<file path="src/logic/async_tx_defs.vh">
/*
 * Constants for the asynchronous transmit packet formatter: register
 * offsets, register field positions, control quadlet fields and codes.
 * Assumes it is included by bare name from each design file.
 */
`ifndef ASYNC_TX_DEFS_VH
`define ASYNC_TX_DEFS_VH

// ************************************************
// Register byte offsets on the APB bus
// ************************************************
`define ADDR_TXDATA      8'h00
`define ADDR_CTRL        8'h04
`define ADDR_STATUS      8'h08
`define ADDR_RXSTAT      8'h0c

// ************************************************
// Control register fields
// ************************************************
`define CTRL_GO_BIT      0
`define CTRL_FLUSH_BIT   1
`define CTRL_LEN_LSB     8
`define CTRL_LEN_MSB     12

// ************************************************
// Status register fields
// ************************************************
`define ST_BUSY_BIT      0
`define ST_SPDERR_BIT    1
`define ST_LVL_LSB       8
`define ST_LVL_MSB       12
`define ST_CLS_LSB       16
`define ST_CLS_MSB       17

// ************************************************
// Control quadlet fields of a queued packet
// ************************************************
`define Q0_IMM_BIT       23
`define Q0_SPD_MSB       17
`define Q0_SPD_LSB       16
`define Q0_RT_MSB        9
`define Q0_RT_LSB        8
`define Q0_TCODE_MSB     7
`define Q0_TCODE_LSB     4
`define Q0_PRI_MSB       3
`define Q0_PRI_LSB       0

// ************************************************
// Codes
// ************************************************
`define SPD_RESERVED     2'h3
`define TCODE_UNFMT      4'he
`define TC_WR_QUAD_REQ   4'h0
`define TC_WR_BLK_REQ    4'h1
`define TC_WR_RESP       4'h2
`define TC_RD_QUAD_REQ   4'h4
`define TC_RD_BLK_REQ    4'h5
`define TC_RD_QUAD_RESP  4'h6
`define TC_RD_BLK_RESP   4'h7
`define TC_LOCK_REQ      4'h9
`define TC_LOCK_RESP     4'hb
`define CLS_NODATA       2'h0
`define CLS_QUADLET      2'h1
`define CLS_BLOCK        2'h2
`define CLS_NONE         2'h3

// ************************************************
// Receive status quadlet layout
// ************************************************
`define RXST_SPD_MSB     17
`define RXST_SPD_LSB     16
`define RXST_ACK_MSB     3
`define RXST_ACK_LSB     0

`endif

</file>
<file path="src/logic/async_tx_formatter.v">
/*
 * Asynchronous transmit packet formatter. Software loads packet
 * quadlets over APB into a transmit FIFO, then starts the packet; the
 * block arbitrates (or follows an acknowledge at once) and streams
 * quadlets to the link core through a two-entry buffer.
 * Assumes link core and arbiter signals share clk_i (40 MHz).
 */
// The register offsets and register access over APB are this design's own decisions.
`timescale 1ns/10ps
`include "async_tx_defs.vh"

// Notes on behaviour
// - Immediate flag: send after acknowledge, no arbitration
// - Speed code drives link speed; 11 reserved
// - Retry code passed to link unchanged
// - Non-zero priority selects priority arbitration
// - First payload byte in top byte
// - Unformatted quadlets sent raw, no CRC
// - Receive packets sorted into three formats
// - Receive status quadlet holds speed, acknowledge
module async_tx_formatter #(
	parameter DEPTH = 24,             // Transmit FIFO quadlets
	parameter AW    = 5               // FIFO pointer width
) (
	// Clock and reset
	input  wire        clk_i,
	input  wire        srst_i,
	// APB slave
	input  wire        psel_i,
	input  wire        penable_i,
	input  wire        pwrite_i,
	input  wire [7:0]  paddr_i,
	input  wire [31:0] pwdata_i,
	output reg  [31:0] prdata_o,
	output reg         pready_o,
	output reg         pslverr_o,
	// Arbitration with the link core
	output reg         arb_req_o,
	output reg         arb_prio_o,
	input  wire        arb_grant_i,
	input  wire        ack_sent_i,
	// Transmit stream to the link core
	output wire [31:0] tx_data_o,
	output wire        tx_valid_o,
	output wire        tx_first_o,
	output wire        tx_last_o,
	input  wire        tx_ready_i,
	// Per-packet attributes, stable for the packet
	output reg  [1:0]  tx_spd_o,
	output reg  [1:0]  tx_rt_o,
	output reg         tx_crc_en_o,
	output reg         tx_no_arb_o,
	// Receive header from the link core
	input  wire        rx_hdr_valid_i,
	input  wire [3:0]  rx_tcode_i,
	input  wire [1:0]  rx_spd_i,
	input  wire [3:0]  rx_ack_i,
	output wire [1:0]  rx_class_o,
	output wire [31:0] rx_status_o,
	output wire        rx_done_o
);

	// ************************************************
	// State encoding
	// ************************************************
	localparam [4:0] S_IDLE  = 5'h01;  // Waiting for a start
	localparam [4:0] S_ACK   = 5'h02;  // Waiting for acknowledge
	localparam [4:0] S_ARB   = 5'h04;  // Requesting the bus
	localparam [4:0] S_SEND  = 5'h08;  // Streaming quadlets
	localparam [4:0] S_DRAIN = 5'h10;  // Buffer emptying

	// ************************************************
	// Declarations
	// ************************************************
	reg  [31:0]   mem [0:DEPTH-1];    // Transmit FIFO storage
	reg  [AW-1:0] wr_ptr_r;           // Write pointer
	reg  [AW-1:0] rd_ptr_r;           // Read pointer
	reg  [AW:0]   lvl_r;              // Quadlets held
	reg  [4:0]    state_r;            // One-hot state
	reg  [4:0]    state_nxt;          // Next state
	reg           go_r;               // Start pending
	reg  [4:0]    len_r;              // Packet length in quadlets
	reg  [4:0]    sent_r;             // Quadlets popped so far
	reg           spd_err_r;          // Reserved speed seen, sticky
	wire          setup;              // APB setup phase
	wire          wr_acc;             // APB write, access phase
	wire          push_q;             // Quadlet into FIFO
	wire          pop_q;              // Quadlet out to buffer
	wire          buf_in_ready;       // Buffer can take a word
	wire          buf_out_valid;      // Buffer holds a word
	wire [33:0]   buf_out;            // {first, last, data}
	wire [31:0]   head_q;             // Quadlet at FIFO head
	wire          start_ok;           // Whole packet present
	wire          head_bad_spd;       // Head speed is reserved
	wire          mapped;             // Address decodes

	assign head_q       = mem[rd_ptr_r];
	assign setup        = psel_i & ~penable_i;
	assign wr_acc       = psel_i & penable_i & pwrite_i;
	assign mapped       = (paddr_i == `ADDR_TXDATA) | (paddr_i == `ADDR_CTRL) |
	                      (paddr_i == `ADDR_STATUS) | (paddr_i == `ADDR_RXSTAT);
	// Full FIFO drops the write; the bus sees an error
	assign push_q       = wr_acc & (paddr_i == `ADDR_TXDATA) & (lvl_r != DEPTH);
	// Start only once the host has loaded every quadlet
	assign start_ok     = go_r & (len_r != 5'h00) & (lvl_r >= {1'b0, len_r});
	assign head_bad_spd = (head_q[`Q0_SPD_MSB:`Q0_SPD_LSB] == `SPD_RESERVED);
	// Quadlets flow only while sending and buffer has room
	assign pop_q        = state_r[3] & buf_in_ready & (sent_r != len_r);

	// ************************************************
	// APB slave: zero wait states, answer in access phase
	// ************************************************
	always @(posedge clk_i) begin
		if (srst_i) begin
			prdata_o  <= 32'h0000_0000;
			pready_o  <= 1'b0;
			pslverr_o <= 1'b0;
		end else begin
			pready_o  <= setup;
			pslverr_o <= setup & (~mapped |
				(pwrite_i & (paddr_i == `ADDR_TXDATA) & (lvl_r == DEPTH)) |
				(pwrite_i & (paddr_i == `ADDR_CTRL) & ~state_r[0]));
			prdata_o  <= 32'h0000_0000;
			if (setup & ~pwrite_i) begin
				case (paddr_i)
				`ADDR_CTRL: begin
					prdata_o[`CTRL_GO_BIT] <= go_r;
					prdata_o[`CTRL_LEN_MSB:`CTRL_LEN_LSB] <= len_r;
				end
				`ADDR_STATUS: begin
					prdata_o[`ST_BUSY_BIT]   <= ~state_r[0];
					prdata_o[`ST_SPDERR_BIT] <= spd_err_r;
					prdata_o[`ST_LVL_MSB:`ST_LVL_LSB] <= lvl_r[4:0];
					prdata_o[`ST_CLS_MSB:`ST_CLS_LSB] <= rx_class_o;
				end
				`ADDR_RXSTAT: begin
					prdata_o <= rx_status_o;
				end
				default: begin
					prdata_o <= 32'h0000_0000;
				end
				endcase
			end
		end
	end

	// ************************************************
	// Control register: start, length, flush
	// ************************************************
	always @(posedge clk_i) begin
		if (srst_i) begin
			go_r  <= 1'b0;
			len_r <= 5'h00;
		end else if (state_r[0] & start_ok) begin
			// Start is consumed as the packet is taken
			go_r <= 1'b0;
		end else if (wr_acc & (paddr_i == `ADDR_CTRL) & state_r[0]) begin
			// Length and start only change while idle
			go_r  <= pwdata_i[`CTRL_GO_BIT];
			len_r <= pwdata_i[`CTRL_LEN_MSB:`CTRL_LEN_LSB];
		end
	end

	// ************************************************
	// Sticky reserved-speed flag; set wins over clear
	// ************************************************
	always @(posedge clk_i) begin
		if (srst_i)
			spd_err_r <= 1'b0;
		else if (state_r[0] & start_ok & head_bad_spd)
			spd_err_r <= 1'b1;
		else if (wr_acc & (paddr_i == `ADDR_STATUS) & pwdata_i[`ST_SPDERR_BIT])
			spd_err_r <= 1'b0;
	end

	// ************************************************
	// Transmit FIFO: quadlets kept in load order
	// ************************************************
	// Words are stored untouched, so the first payload byte stays in
	// bits 31:24 of the first data quadlet; no swapping is done.
	always @(posedge clk_i) begin
		if (push_q)
			mem[wr_ptr_r] <= pwdata_i;
	end

	// Pointers and level; flush only honoured while idle
	always @(posedge clk_i) begin
		if (srst_i) begin
			wr_ptr_r <= {AW{1'b0}};
			rd_ptr_r <= {AW{1'b0}};
			lvl_r    <= {(AW+1){1'b0}};
		end else if (wr_acc & (paddr_i == `ADDR_CTRL) & state_r[0] &
		             pwdata_i[`CTRL_FLUSH_BIT]) begin
			wr_ptr_r <= {AW{1'b0}};
			rd_ptr_r <= {AW{1'b0}};
			lvl_r    <= {(AW+1){1'b0}};
		end else begin
			// Non-power-of-two depth: wrap by compare
			if (push_q)
				wr_ptr_r <= (wr_ptr_r == DEPTH - 1) ? {AW{1'b0}} : wr_ptr_r + 1'b1;
			if (pop_q)
				rd_ptr_r <= (rd_ptr_r == DEPTH - 1) ? {AW{1'b0}} : rd_ptr_r + 1'b1;
			if (push_q & ~pop_q)
				lvl_r <= lvl_r + 1'b1;
			else if (pop_q & ~push_q)
				lvl_r <= lvl_r - 1'b1;
		end
	end

	// ************************************************
	// Packet sequencer
	// ************************************************
	always @* begin
		state_nxt = state_r;
		case (state_r)
		S_IDLE: begin
			if (start_ok & head_bad_spd)
				state_nxt = S_SEND; // Still drained, but link never sees it
			else if (start_ok & head_q[`Q0_IMM_BIT])
				state_nxt = S_ACK;
			else if (start_ok)
				state_nxt = S_ARB;
		end
		S_ACK: begin
			// Follows the acknowledge at once, skipping arbitration
			if (ack_sent_i)
				state_nxt = S_SEND;
		end
		S_ARB: begin
			if (arb_grant_i)
				state_nxt = S_SEND;
		end
		S_SEND: begin
			if (sent_r == len_r)
				state_nxt = S_DRAIN;
		end
		S_DRAIN: begin
			// Attributes must hold until the last word has left
			if (~buf_out_valid)
				state_nxt = S_IDLE;
		end
		default: begin
			state_nxt = S_IDLE;
		end
		endcase
	end

	// State register and per-packet attributes
	always @(posedge clk_i) begin
		if (srst_i) begin
			state_r     <= S_IDLE;
			sent_r      <= 5'h00;
			arb_req_o   <= 1'b0;
			arb_prio_o  <= 1'b0;
			tx_spd_o    <= 2'h0;
			tx_rt_o     <= 2'h0;
			tx_crc_en_o <= 1'b1;
			tx_no_arb_o <= 1'b0;
		end else begin
			state_r   <= state_nxt;
			arb_req_o <= (state_nxt == S_ARB);
			if (state_r[0] & start_ok) begin
				sent_r      <= 5'h00;
				tx_spd_o    <= head_q[`Q0_SPD_MSB:`Q0_SPD_LSB];
				tx_rt_o     <= head_q[`Q0_RT_MSB:`Q0_RT_LSB];
				arb_prio_o  <= (head_q[`Q0_PRI_MSB:`Q0_PRI_LSB] != 4'h0);
				tx_no_arb_o <= head_q[`Q0_IMM_BIT];
				// Raw packets carry no header or data CRC
				tx_crc_en_o <= (head_q[`Q0_TCODE_MSB:`Q0_TCODE_LSB] != `TCODE_UNFMT);
			end else if (pop_q) begin
				sent_r <= sent_r + 5'h01;
			end
		end
	end

	// ************************************************
	// Output buffer: a link stall loses no quadlet
	// ************************************************
	// A packet with a reserved speed is popped but never offered.
	wire        buf_in_valid;         // Word offered to buffer
	wire [33:0] buf_in;               // {first, last, data}
	reg         drop_r;               // Current packet is discarded

	always @(posedge clk_i) begin
		if (srst_i)
			drop_r <= 1'b0;
		else if (state_r[0] & start_ok)
			drop_r <= head_bad_spd;
	end

	assign buf_in_valid = pop_q & ~drop_r;
	// Zero-length block packets simply have no payload quadlets
	assign buf_in       = {(sent_r == 5'h00), (sent_r == len_r - 5'h01), head_q};

	two_entry_buffer #(
		.W (34)
	) u_out_buf (
		.clk_i       (clk_i),
		.srst_i      (srst_i),
		.in_valid_i  (buf_in_valid),
		.in_ready_o  (buf_in_ready),
		.in_data_i   (buf_in),
		.out_valid_o (buf_out_valid),
		.out_ready_i (tx_ready_i),
		.out_data_o  (buf_out)
	);

	assign tx_valid_o = buf_out_valid;
	assign tx_first_o = buf_out[33];
	assign tx_last_o  = buf_out[32];
	assign tx_data_o  = buf_out[31:0];

	// ************************************************
	// Receive sorting and status quadlet
	// ************************************************
	rx_format_sorter u_rx_sort (
		.clk_i       (clk_i),
		.srst_i      (srst_i),
		.hdr_valid_i (rx_hdr_valid_i),
		.tcode_i     (rx_tcode_i),
		.spd_i       (rx_spd_i),
		.ack_i       (rx_ack_i),
		.class_o     (rx_class_o),
		.status_o    (rx_status_o),
		.done_o      (rx_done_o)
	);

endmodule // async_tx_formatter

</file>
<file path="src/logic/rx_format_sorter.v">
/*
 * Sorts a received packet into its storage format and builds the
 * trailing status quadlet. Assumes header inputs come from the link
 * core on the same clock.
 */
`timescale 1ns/10ps
`include "async_tx_defs.vh"

module rx_format_sorter (
	// Clock and reset
	input  wire        clk_i,
	input  wire        srst_i,
	// Received header
	input  wire        hdr_valid_i,
	input  wire [3:0]  tcode_i,
	input  wire [1:0]  spd_i,
	input  wire [3:0]  ack_i,
	// Results
	output reg  [1:0]  class_o,
	output reg  [31:0] status_o,
	output reg         done_o
);

	reg [1:0] cls;                    // Combinational class

	// Storage format from transaction code
	always @* begin
		case (tcode_i)
		`TC_RD_QUAD_REQ,
		`TC_WR_RESP:      cls = `CLS_NODATA;
		`TC_WR_QUAD_REQ,
		`TC_RD_QUAD_RESP,
		`TC_RD_BLK_REQ:   cls = `CLS_QUADLET;
		`TC_LOCK_REQ,
		`TC_LOCK_RESP,
		`TC_WR_BLK_REQ,
		`TC_RD_BLK_RESP:  cls = `CLS_BLOCK;
		default:          cls = `CLS_NONE;
		endcase
	end

	// Latch class and status quadlet per header
	always @(posedge clk_i) begin
		if (srst_i) begin
			class_o  <= `CLS_NONE;
			status_o <= 32'h0000_0000;
			done_o   <= 1'b0;
		end else begin
			done_o <= hdr_valid_i;
			if (hdr_valid_i) begin
				class_o  <= cls;
				status_o <= 32'h0000_0000;
				status_o[`RXST_SPD_MSB:`RXST_SPD_LSB] <= spd_i;
				status_o[`RXST_ACK_MSB:`RXST_ACK_LSB] <= ack_i;
			end
		end
	end

endmodule // rx_format_sorter

</file>
<file path="src/logic/two_entry_buffer.v">
/*
 * Two-entry buffer with valid and ready on both sides.
 * Assumes a single clock and a synchronous active-high reset.
 */
`timescale 1ns/10ps
`include "async_tx_defs.vh"

module two_entry_buffer #(
	parameter W = 34                 // Word width
) (
	// Clock and reset
	input  wire         clk_i,
	input  wire         srst_i,
	// Filling side
	input  wire         in_valid_i,
	output wire         in_ready_o,
	input  wire [W-1:0] in_data_i,
	// Draining side
	output wire         out_valid_o,
	input  wire         out_ready_i,
	output wire [W-1:0] out_data_o
);

	reg [W-1:0] slot0_r;              // Head entry
	reg [W-1:0] slot1_r;              // Second entry
	reg [1:0]   cnt_r;                // Entries held
	reg         vld_r;                // Head valid, kept in its own flop
	wire        push;                 // Word accepted
	wire        pop;                  // Word taken

	assign push        = in_valid_i & (cnt_r != 2'h2);
	assign pop         = out_ready_i & (cnt_r != 2'h0);
	assign in_ready_o  = (cnt_r != 2'h2);
	// Registered so the block's valid output leaves straight from a flop
	assign out_valid_o = vld_r;
	assign out_data_o  = slot0_r;

	// Shift register of two; head always in slot0
	always @(posedge clk_i) begin
		if (srst_i) begin
			cnt_r   <= 2'h0;
			vld_r   <= 1'b0;
			slot0_r <= {W{1'b0}};
			slot1_r <= {W{1'b0}};
		end else begin
			case ({push, pop})
			2'b10: begin
				if (cnt_r == 2'h0)
					slot0_r <= in_data_i;
				else
					slot1_r <= in_data_i;
				cnt_r <= cnt_r + 2'h1;
				vld_r <= 1'b1;
			end
			2'b01: begin
				slot0_r <= slot1_r;
				cnt_r   <= cnt_r - 2'h1;
				vld_r   <= (cnt_r == 2'h2);
			end
			2'b11: begin
				// Head leaves; with one held the new word becomes head, with two it lands behind the survivor
				if (cnt_r == 2'h1)
					slot0_r <= in_data_i;
				else begin
					slot0_r <= slot1_r;
					slot1_r <= in_data_i;
				end
			end
			default: begin
				cnt_r <= cnt_r;
			end
			endcase
		end
	end

endmodule // two_entry_buffer

</file>
<file path="config.mk">
export PLATFORM = sky130hd
export DESIGN_NAME = async_tx_formatter
export DESIGN_NICKNAME = d
export VERILOG_FILES = /design/src/logic/async_tx_formatter.v /design/src/logic/rx_format_sorter.v /design/src/logic/two_entry_buffer.v
export VERILOG_INCLUDE_DIRS = /design/src /design/src/logic
export SDC_FILE = /design/constraint.sdc
export NUM_CORES = 1
export LEC_CHECK = 0
export BUFFER_PORTS_ARGS = -buffer_cell sky130_fd_sc_hd__buf_2
export CORE_UTILIZATION = 45
export CTS_CLUSTER_DIAMETER = 100
export DETAILED_ROUTE_END_ITERATION = 7
export HOLD_SLACK_MARGIN = 0.15
export PLACE_DENSITY = 0.71
export SYNTH_ARGS = -nofsm -noshare
export SYNTH_HDL_FRONTEND = slang
export SYNTH_SLANG_ARGS = --single-unit
export TNS_END_PERCENT = 1
</file>
<file path="constraint.sdc">
create_clock -name clk_i -period 4.7 [get_ports clk_i]
set_clock_uncertainty 0.05 [all_clocks]
set_input_delay 0.47 -clock clk_i [delete_from_list [all_inputs] [get_ports clk_i]]
set_output_delay 0.47 -clock clk_i [all_outputs]
set_load 0.02 [all_outputs]
</file>
== After elaboration in Yosys (flattened, before gate mapping) ==
Memory sizes are Yosys's and may differ from the RTL's. A register that Yosys moved wholly into a read port is not among the register bits.
Index checks and enable logic that the tools add are counted.

* Bits in registers: 133
* Memory bits (writable): 768
* Bits in read-only memories: 32
* Bits of input ports: 59
* Output and inout bits: 112
* Logic and storage cells: 155
* Memories kept: 2

{| class="wikitable"
|+ Memory list
! name !! words !! bits a word !! read ports !! clocked after memory_dff !! write ports !! RTL line !! RTL
|-
| mem || 24 || 32 || 1 || 1 || 1 || async_tx_formatter.v:75 || <nowiki>reg [31:0] mem [0:DEPTH-1];</nowiki>
|-
| (no name shown) || 16 || 2 || 1 || 1 || 0 || rx_format_sorter.v:28 || <nowiki>case (tcode_i)</nowiki>
|}

* Add/subtract/negate cells: 8
* $lt $le $gt $ge: 1
* Equal/unequal tests: 27
* Multiplexer cells: 30
* Bitwise logic cells: 44
* Reductions and logical operators: 18

{| class="wikitable"
|+ Operators with widths
! kind !! count
|-
| 34-bit 2-to-1 mux || 4
|-
| 34-bit one-hot mux with 3 select lines || 1
|-
| 34-bit one-hot mux with 2 select lines || 1
|-
| 5-bit 2-to-1 mux || 11
|-
| 1-bit bitwise AND || 29
|-
| 5-bit one-hot mux with 5 select lines || 1
|-
| 8-bit by 4-bit == test with 1-bit output (second input constant) || 2
|-
| 5-bit by 1-bit adder with 5-bit output (second input constant) || 3
|-
| 5-bit == test (second input constant) || 3
|-
| 6-bit 2-to-1 mux || 2
|-
| 5-bit by 3-bit == test with 1-bit output (second input constant) || 2
|-
| 5-bit == test || 2
|-
| 1-bit NOT || 10
|-
| 5-bit one-hot mux with 2 select lines || 1
|-
| 2-bit nonzero test || 5
|-
| 2-bit == test (second input constant) || 4
|-
| 8-bit by 3-bit == test with 1-bit output (second input constant) || 1
|-
| 8-bit logical NOT || 1
|-
| 2-bit one-hot mux with 2 select lines || 2
|-
| 6-bit by 1-bit adder with 6-bit output (second input constant) || 1
|-
| 6-bit by 5-bit == test with 1-bit output (second input constant) || 1
|-
| 6-bit by 5-bit >= comparator with 1-bit output || 1
|-
| 2-bit inequality test (second input constant) || 3
|-
| 6-bit by 5-bit inequality test with 1-bit output (second input constant) || 1
|-
| other kinds (24) || 36
|}

== Logic depth before layout (Yosys ltp) ==
Gate-level depths: netlist (run 1).

* Depth after elaboration: 8
* Gate-level depth with buffers: 16
* Depth with buffers taken out: 15

== Hierarchy ==
A second synthesis (run 1) with hierarchy kept.

* Cell total of the unflattened synthesis: 2064
* Area total of the unflattened synthesis: 36627.6 sq um

{| class="wikitable"
|+ By module, submodules not included
! module !! instances !! cells each !! area an instance (sq um) !! sequential area each (sq um)
|-
| async_tx_formatter || 1 || 1665 || 33211.9 || 24683.7
|-
| two_entry_buffer || 1 || 337 || 2860.2 || 1421.4
|-
| rx_format_sorter || 1 || 62 || 555.5 || 180.2
|}

== Worst setup path after synthesis (run 1) ==
No wires, ideal clock.

* Kind: input to register
* Start point: in paddr_i[1]
* End point: mem mem[23][0], enable pin
* Library setup time: 0.461 ns
* Arrival: 3.833 ns
* Required time: 4.189 ns
* Path slack: 0.356 ns
* Cell stages on the path: 5
* Buffers on the path: 1
* Cell sequence: nor4_1 nand3_1 or4_1 clkbuf_1 nor3_1

* Cells in the longest elaborated chain, start to end: 5

{| class="wikitable"
|+ Ends and longest elaborated chain
! element !! RTL line !! RTL
|-
| start, declared || async_tx_formatter.v:32 || <nowiki>input wire [7:0] paddr_i,</nowiki>
|-
| 8-bit logical NOT (no source line) || -- ||
|-
| 1-bit bitwise AND (2 in series) || async_tx_formatter.v:103 || <nowiki>assign push_q = wr_acc & (paddr_i == `ADDR_TXDATA) & (lvl_r != DEPTH);</nowiki>
|-
| 1-bit 2-to-1 mux || async_tx_formatter.v:182 || <nowiki>if (push_q)</nowiki>
|-
| 1-bit 2-to-1 mux (implied by the code) || async_tx_formatter.v:183 || <nowiki>mem[wr_ptr_r] <= pwdata_i;</nowiki>
|-
| end, declared || async_tx_formatter.v:75 ||
|}

No other way between the ends.

== Worst setup path in the final report (run 1) ==
* Start point: in pwrite_i
* End point: reg lvl_r[5]

* Cells in the longest elaborated chain, start to end: 6
* Elaborated cells between the ends (all ways): 12
* Classes of those cells: mux: 1; bitwise: 9; reduce/logical: 2

{| class="wikitable"
|+ Ends and longest elaborated chain
! element !! RTL line !! RTL
|-
| start, declared || async_tx_formatter.v:31 || <nowiki>input wire pwrite_i,</nowiki>
|-
| 1-bit bitwise AND (*) || async_tx_formatter.v:99 || <nowiki>assign wr_acc = psel_i & penable_i & pwrite_i;</nowiki>
|-
| 1-bit bitwise AND (2 in series) || async_tx_formatter.v:103 ||
|-
| 1-bit NOT || async_tx_formatter.v:205 || <nowiki>else if (pop_q & ~push_q)</nowiki>
|-
| 1-bit bitwise AND || async_tx_formatter.v:205 ||
|-
| 2-bit nonzero test (no source line) || -- ||
|-
| end signal, assigned || async_tx_formatter.v:196 || <nowiki>lvl_r <= {(AW+1){1'b0}};</nowiki>
|-
| end signal, assigned || async_tx_formatter.v:204 || <nowiki>lvl_r <= lvl_r + 1'b1;</nowiki>
|-
| end signal, assigned || async_tx_formatter.v:206 || <nowiki>lvl_r <= lvl_r - 1'b1;</nowiki>
|-
| end, declared || async_tx_formatter.v:78 || <nowiki>reg [AW:0] lvl_r;</nowiki>
|}

Every way passes the cells marked *; elsewhere a longest branch is shown, timed or not.
A chain may end at the register's enable or synchronous reset.

==> metrics.cfg, run 1 <==
[finish]
drive_above_1_share_pct = 21.37
nets = 2483
final_area_um2 = 41290
area_growth_syn_to_layout_pct = 12.85

[timing]
max_slew.worst_pin.slew_ns = 1.344
rsz0062_at_grt = false
period_needed_ns = 3.771
finalSetupViolCount = 0
fin_crit_sh_pct = 80.23
tns_ns = 0
max_freq_mhz = 265.2
finalHoldViolCount = 0
drv_slew = 0
slew_headroom_pct = 9.288
layout_setup_ws_ns = 0.9292

[synthesis]
syn_area_per_cell_um2 = 16.31
ys_seq_elements = 908
ys.warnings.count = 0
synth.yosys.seq_area_share_pct = 70.69
synthFlopType = edfxtp_1
synthesis.area_um2 = 36590
synth-edff-count = 768
synthArstFlopShare_pct = 0
yosys.cell_types.count = 80
syn_inst = 2244

[hold_path]
min-delay-start = rx_hdr_valid_i
worstHoldEndpoint = u_rx_sort.done_o
hold_class = in -> reg
whs_path_depth = 2

[drt]
vias_per_cell = 5.920
routedLengthMet1_um = 35360
drtIter0Drc = 2122
drt_wl_total_um = 88270
top_layer = met5
drc = 0
met3_length_um = 8791
ant_nets = 0
wl_met2_um = 42140
routedWlPerCell_um = 24.99
firstDrtPassIters = 7
dr_total_vias = 20910

[floorplanning]
core-area_um2 = 80550
die_w_um = 287.2
die_y_um = 287.2
fp.dieArea_um2 = 82460
pin_count = 171
start_util_pct = 45.43
num_rows = 104

[clock_tree]
cts_made_buffers = 91
path_clk_slew_ns = 0.06
clk_latency_ns = 0.64
clock-sinks = 908
cts.repair.resized = 0
cts_root_buf = clkbuf_16
htreeDepth = 3
cts_tree = built
clk_path_buf_depth = 3

[worst_setup_path]
r2r_cells = 13
cpPeakStageDelay_ns = 0.71
cp_cell_sequence = dlygate4sd3_1 > buf_2 > and3_1 > nand3_1 > or4_1 > inv_2 > ha_1 > inv_1 > ha_1 > a21o_1 > a21oi_1 > o21bai_1 > a21oi_1 > mux2i_1 > mux2_2
r2r_start = lvl_r[0]
critPathRequiredTime_ns = 5.18
slowest_stage = or4_1
path_buf_inv = 4
path_max_fanout = 8
r2r_slack_ns = 1.02
rr_endpoint = lvl_r[5]
path_delay_family = simple AND/OR/NAND/NOR gates
critical_path_arrival_ns = 4.25
critPathKind = in -> reg
crit_path_end_kind = flop
startpoint_type = input pin

[power]
seqPwrFrac_pct = 53.8
switchingPower_w = 0.003408
p_clk_share_pct = 43.0
power.density_nw_per_um2 = 395.9
p_sw_share_pct = 20.85
p_leak_nw = 13.32
p_int_w = 0.01294
combPwrFrac_pct = 3.1
p_total_w = 0.01635
ir_drop_uv = 301.1

[placed_design]
dp_hpwl_um = 54550
dp_slack_ns = 0.5649
place_congestion = 0.8865
place_area_um2 = 38270
numPortBuffers = 123

[global_route]
grt_overflow = 0
grt_pass1_vias = 20760
grt_pass1_wl_um = 131000
antenna_found_initial = 4
grt_max_degree = 115
globalRouteTotalUtil_pct = 21.40

[job]
drv_cap = 0

[status]
outcome = completed

## stage by stage
stage / cells / util, % / hold slack (ns)
final: 3532 / 51.26 / 0.2046
after CTS: 3531 / 51.26 / 0.1750
after global routing: 3532 / 51.26 / 0.2062
after detailed placement: 3351 / 47.51 / 0.3966
after global placement: 3351 / 47.51 / 0.3890
after floorplan: 2290 / - / 0.3820
## state kept, by name, indices dropped and copies added (netlist names), 2 cells and up, named ones only
signal	cells
lvl_r	6
rd_ptr_r	5
wr_ptr_r	5
u_out_buf.slot1_r	34
len_r	5
prdata_o	11
u_out_buf.cnt_r	2
tx_spd_o	2
u_rx_sort.status_o	6
state_r	5
mem	768
tx_rt_o	2
u_out_buf.out_data_o	34
u_rx_sort.class_o	2
sent_r	5
## layer usage
metal | global-route usage (%) | up-vias
met5 | 0 | -
li1 | - | 9005
met4 | 6.396 | 2
met3 | 4.492 | 147
met1 | 29.18 | 10640
met2 | 34.59 | 1119
## layout by cell type, fill, tap and decap left out, types with 7 or more instances in the layout
master / netlist / layout
edfxtp_1: 768 / 768
nor2_1: 184 / 168
mux2i_1: 137 / 137
dfxtp_1: 140 / 136
nand2_1: 127 / 127
buf_2: 28 / 122
mux4_2: 121 / 121
clkbuf_16: 0 / 95
nor3_1: 63 / 62
a21oi_1: 60 / 60
mux2_2: 57 / 57
conb_1: 1 / 47
buf_4: 53 / 45
o21ai_0: 44 / 43
inv_1: 30 / 29
a221oi_1: 28 / 28
nand3_1: 26 / 26
ha_1: 26 / 26
clkbuf_1: 64 / 23
o21ai_1: 20 / 20
a22oi_1: 18 / 18
clkinv_1: 1 / 17
nor4_1: 16 / 16
nor2_4: 0 / 16
a311oi_1: 16 / 16
o221ai_1: 15 / 15
o2bb2ai_1: 14 / 14
clkinv_2: 0 / 14
dlygate4sd3_1: 0 / 13
a211oi_1: 12 / 12
xnor2_1: 11 / 11
nor2b_1: 11 / 11
xor2_1: 10 / 10
buf_12: 5 / 10
a31oi_1: 10 / 9
and3_1: 11 / 7
nand4_1: 7 / 7
## worst max-delay path by stage
stage,startpoint,endpoint,slack [ns],cells after the start
after floorplan,paddr_i[1],mem[23][0],0.36,5
after global placement,paddr_i[1],lvl_r[5],0.63,14
after detailed placement,paddr_i[1],lvl_r[5],0.56,14
after CTS,pwrite_i,lvl_r[5],1.00,15
after global routing,pwrite_i,lvl_r[5],0.75,15
final,pwrite_i,lvl_r[5],0.93,15
## kinds of logic (layout without fill, tap and decap cells)
logic type                 after synthesis  count (layout)  share of synthesized area (%)
other                                    1              48                        0.01025
and+or+nand+nor                        475             475                          5.745
xor gates and xnor gates                21              21                         0.5026
muxes                                  319             319                          13.24
AOI/OAI and AO/OA                      285             285                          5.451
adders and majority gates               27              27                         0.9437
buffers and inverters                  208             389                          3.426
DFF                                    908             908                          70.69
## what timing repair did
item | CTS | global route
endpoints found under the hold margin | 11 | 0
hold buffers | 13 | 0
setup buffers | 0 | 0
## power by group through the flow
| stage | logic (W) | registers [W] | clock network [W] |
|---|---|---|---|
| 2_1_floorplan | 0.000222 | 0.00902 | 0 |
| 3_3_place_gp | 0.000484 | 0.00897 | 0 |
| 3_5_place_dp | 0.000501 | 0.00897 | 0 |
| 4_1_cts | 0.000511 | 0.00880 | 0.00713 |
| 5_1_grt | 0.000553 | 0.00880 | 0.00740 |
| 6_report | 0.000514 | 0.00880 | 0.00703 |
## synth_stat cells (all sizes together), types with 3 or more instances
master / instances / area, µm²
a211o: 3 / 26.28
a211oi: 13 / 102.6
a21o: 3 / 22.52
a21oi: 60 / 300.3
a221oi: 31 / 290.3
a22oi: 18 / 135.1
a2bb2oi: 5 / 43.79
a311oi: 16 / 140.1
a31oi: 10 / 62.56
a32oi: 3 / 26.28
and2: 8 / 50.05
and3: 11 / 68.82
buf: 112 / 893.4
clkbuf: 64 / 240.2
dfxtp: 140 / 2803
edfxtp: 768 / 23060
ha: 26 / 325.3
inv: 31 / 116.4
mux2: 57 / 641.9
mux2i: 137 / 1371
mux4: 125 / 2830
nand2: 128 / 483.0
nand2b: 4 / 25.02
nand3: 26 / 130.1
nand3b: 3 / 22.52
nand4: 7 / 43.79
nor2: 185 / 696.9
nor2b: 12 / 77.58
nor3: 63 / 315.3
nor4: 16 / 100.1
o211ai: 3 / 27.52
o21ai: 64 / 320.3
o21bai: 3 / 22.52
o221ai: 15 / 131.4
o2bb2ai: 14 / 122.6
o311ai: 9 / 86.34
or3: 3 / 18.77
xnor2: 11 / 96.34
xor2: 10 / 87.58
## final cells by class
type	instances	area, µm²
Fill cell	6268	39260
Sequential cell	908	25870
Multi-Input combinational cell	1174	9801
Timing Repair Buffer	190	1279
Inverter	32	120.1
Clock inverter	43	360.3
Tap cell	1060	1326
Antenna cell	1	2.502
Clock buffer	124	2529
No activity file was read; power rests on OpenSTA's default activity.
==> run 2, diff against run 1 <==
==> constraint.sdc (replaced) <==
create_clock -name clk_i -period 3.6 [get_ports clk_i]
set_clock_uncertainty 0.05 [all_clocks]
set_input_delay 0.36 -clock clk_i [delete_from_list [all_inputs] [get_ports clk_i]]
set_output_delay 0.36 -clock clk_i [all_outputs]
set_load 0.02 [all_outputs]
==> metrics.cfg, run 2 (same netlist as run 1, synthesis figures left out) <==
[status]
outcome = completed

[worst_setup_path]
path_delay_family = simple AND/OR/NAND/NOR gates
path_buf_inv = 2  ; -2
r2r_start = sent_r[2]
crit_start = sent_r[2]
path_max_fanout = 9  ; +1
cpPeakStageDelay_ns = 0.65  ; -0.06 ns
critPathRequiredTime_ns = 4.04  ; -1.14 ns
path_common_cell = nand2_1
cp_cell_sequence = xnor2_1 > and4_1 > a21oi_1 > buf_4 > nand2_1 > inv_1 > ha_1 > nand2_1 > nand2_1 > nand2_1 > o2bb2ai_1 > a311oi_1 > nor3_1
critPathKind = reg -> reg
critical_path_arrival_ns = 3.76  ; -0.49 ns
startpoint_type = flop
crit_path_end_kind = flop
slowest_stage = a311oi_1

[timing]
hold_ws_ns = 0.1611  ; -0.04351 ns
finalSetupViolCount = 0  ; unchanged
fin_crit_sh_pct = 92.05
max_freq_mhz = 301.8
period_needed_ns = 3.314
tns_ns = 0  ; unchanged
slew_headroom_pct = 26.38  ; +17 points
finalHoldViolCount = 0  ; unchanged
max_slew.worst_pin.slew_ns = 1.087  ; -0.2566 ns
drv_slew = 0  ; unchanged
rsz0062_at_grt = false

[clock_tree]
clock-sinks = 908  ; unchanged
cts_root_buf = clkbuf_16
cts.repair.resized = 0  ; unchanged
cts_tree = built
hold_buffers = 48  ; +35
htreeDepth = 3  ; unchanged
clk_path_buf_depth = 3  ; unchanged
cts_made_buffers = 88  ; -3.3%
postCtsSetupBuffers = 0  ; unchanged
path_clk_slew_ns = 0.06  ; about the same
clk_latency_ns = 0.65  ; about the same

[finish]
top_register = mem
drive_above_1_share_pct = 23.18  ; +1.8 points
largest_register_ffs = 768  ; unchanged
nets = 2567  ; +3.4%
area_growth_syn_to_layout_pct = 15.15
layout.cells.most_common_list = edfxtp_1 (768), nor2_1 (168), mux2i_1 (137)
nFillCells = 6283  ; +0.24%
layout_commonest_cell = edfxtp_1
final_area_um2 = 42130  ; +2.0%

[drt]
wl_met2_um = 43290  ; +2.7%
firstDrtPassIters = 6  ; -1
routedWlPerCell_um = 24.79  ; -0.79%
top_layer = met5
drtIter0Drc = 2219  ; +4.6%
routedLengthMet1_um = 35980  ; +1.7%
ant_nets = 0  ; unchanged
vias_per_cell = 5.855  ; -1.1%
drc = 0  ; unchanged
drt_wl_total_um = 89630  ; +1.5%
met3_length_um = 8079  ; -8.1%
dr_total_vias = 21170  ; +1.2%

[floorplanning]
fp.dieArea_um2 = 82460  ; unchanged
die_y_um = 287.2  ; unchanged
start_util_pct = 45.43  ; unchanged
num_rows = 104  ; unchanged
core-area_um2 = 80550  ; unchanged
die_w_um = 287.2  ; unchanged
pin_count = 171  ; unchanged

[global_route]
globalRouteTotalUtil_pct = 21.75  ; +0.35 points
grt_overflow = 0  ; unchanged
grt_max_degree = 60  ; -48%
antenna_found_initial = 4  ; unchanged
grt_pass1_wl_um = 133200  ; +1.7%
grt_pass1_vias = 21260  ; +2.4%

[power]
power.density_nw_per_um2 = 508.9  ; +29%
p_leak_nw = 13.76  ; +3.3%
p_total_w = 0.02144  ; +31%
ir_drop_uv = 329.4  ; +9.4%

[job]
drv_cap = 0  ; unchanged

[placed_design]
dp_hpwl_um = 54060  ; -0.90%
numPortBuffers = 123  ; unchanged
place_area_um2 = 38710  ; +1.2%
place_congestion = 0.8900  ; +0.39%

[hold_path]
min-delay-start = pwdata_i[11]
hold_class = in -> reg

## run 2: cell types whose count changed in the layout (fill, tap and decap cells not counted), moves of 2 or more
cell / delta
buf_4: +48
dlygate4sd3_1: +35
clkbuf_1: -9
clkinvlp_4: +8
clkinv_1: -7
buf_12: +4
clkbuf_16: -3
bufinv_16: +2
clkbuf_8: +2
clkinv_2: +2
clkinv_4: +2
clkinvlp_2: -2
## run 2: metrics by stage
step / util [%] / std cells / setup slack (ns)
6_report: 52.31 / 3615 / 0.2861
5_1_grt: 52.31 / 3614 / 0.09550
4_1_cts: 52.31 / 3614 / 0.3419
3_5_place_dp: 48.06 / 3403 / 0.03251
3_3_place_gp: 48.06 / 3403 / 0.05228
2_1_floorplan: - / 2290 / -0.09759
## run 2: worst paths after layout
check / slack, ns / endpoint / cells after the start
worst max-delay path: 0.29 / u_out_buf.out_data_o[21] / 13
worst max register to register: 0.29 / u_out_buf.out_data_o[21] / 13
worst min register to register: 0.41 / u_out_buf.slot1_r[12] / 2
worst min-delay path: 0.16 / mem[6][11] / 1
## run 2: per-layer routing
| layer | vias to the layer above | track usage, % |
|---|---|---|
| li1 | 9153 | - |
| met1 | 10760 | 29.09 |
| met2 | 1078 | 35.62 |
| met3 | 164 | 4.603 |
| met4 | 8 | 6.795 |
| met5 | - | 0 |
## run 2: report_power, final
group / internal [W] / switching [W]
logic: 0.000195 / 0.000512
registers: 0.0114 / 0.0000420
clock network: 0.00533 / 0.00391
total: 0.0170 / 0.00447
## run 2: area by class of cell
cell class / instances / area [µm²] / area share [%]
flip-flops and latches: 908 / 25870 / 61.41
inverters: 32 / 120.1 / 0.2851
repair buffers: 277 / 2069 / 4.912
diodes: 1 / 2.502 / 0.005939
well taps: 1060 / 1326 / 3.148
clock inverters: 50 / 496.7 / 1.179
multi-input cells: 1174 / 9802 / 23.26
clock buffers: 113 / 2442 / 5.797
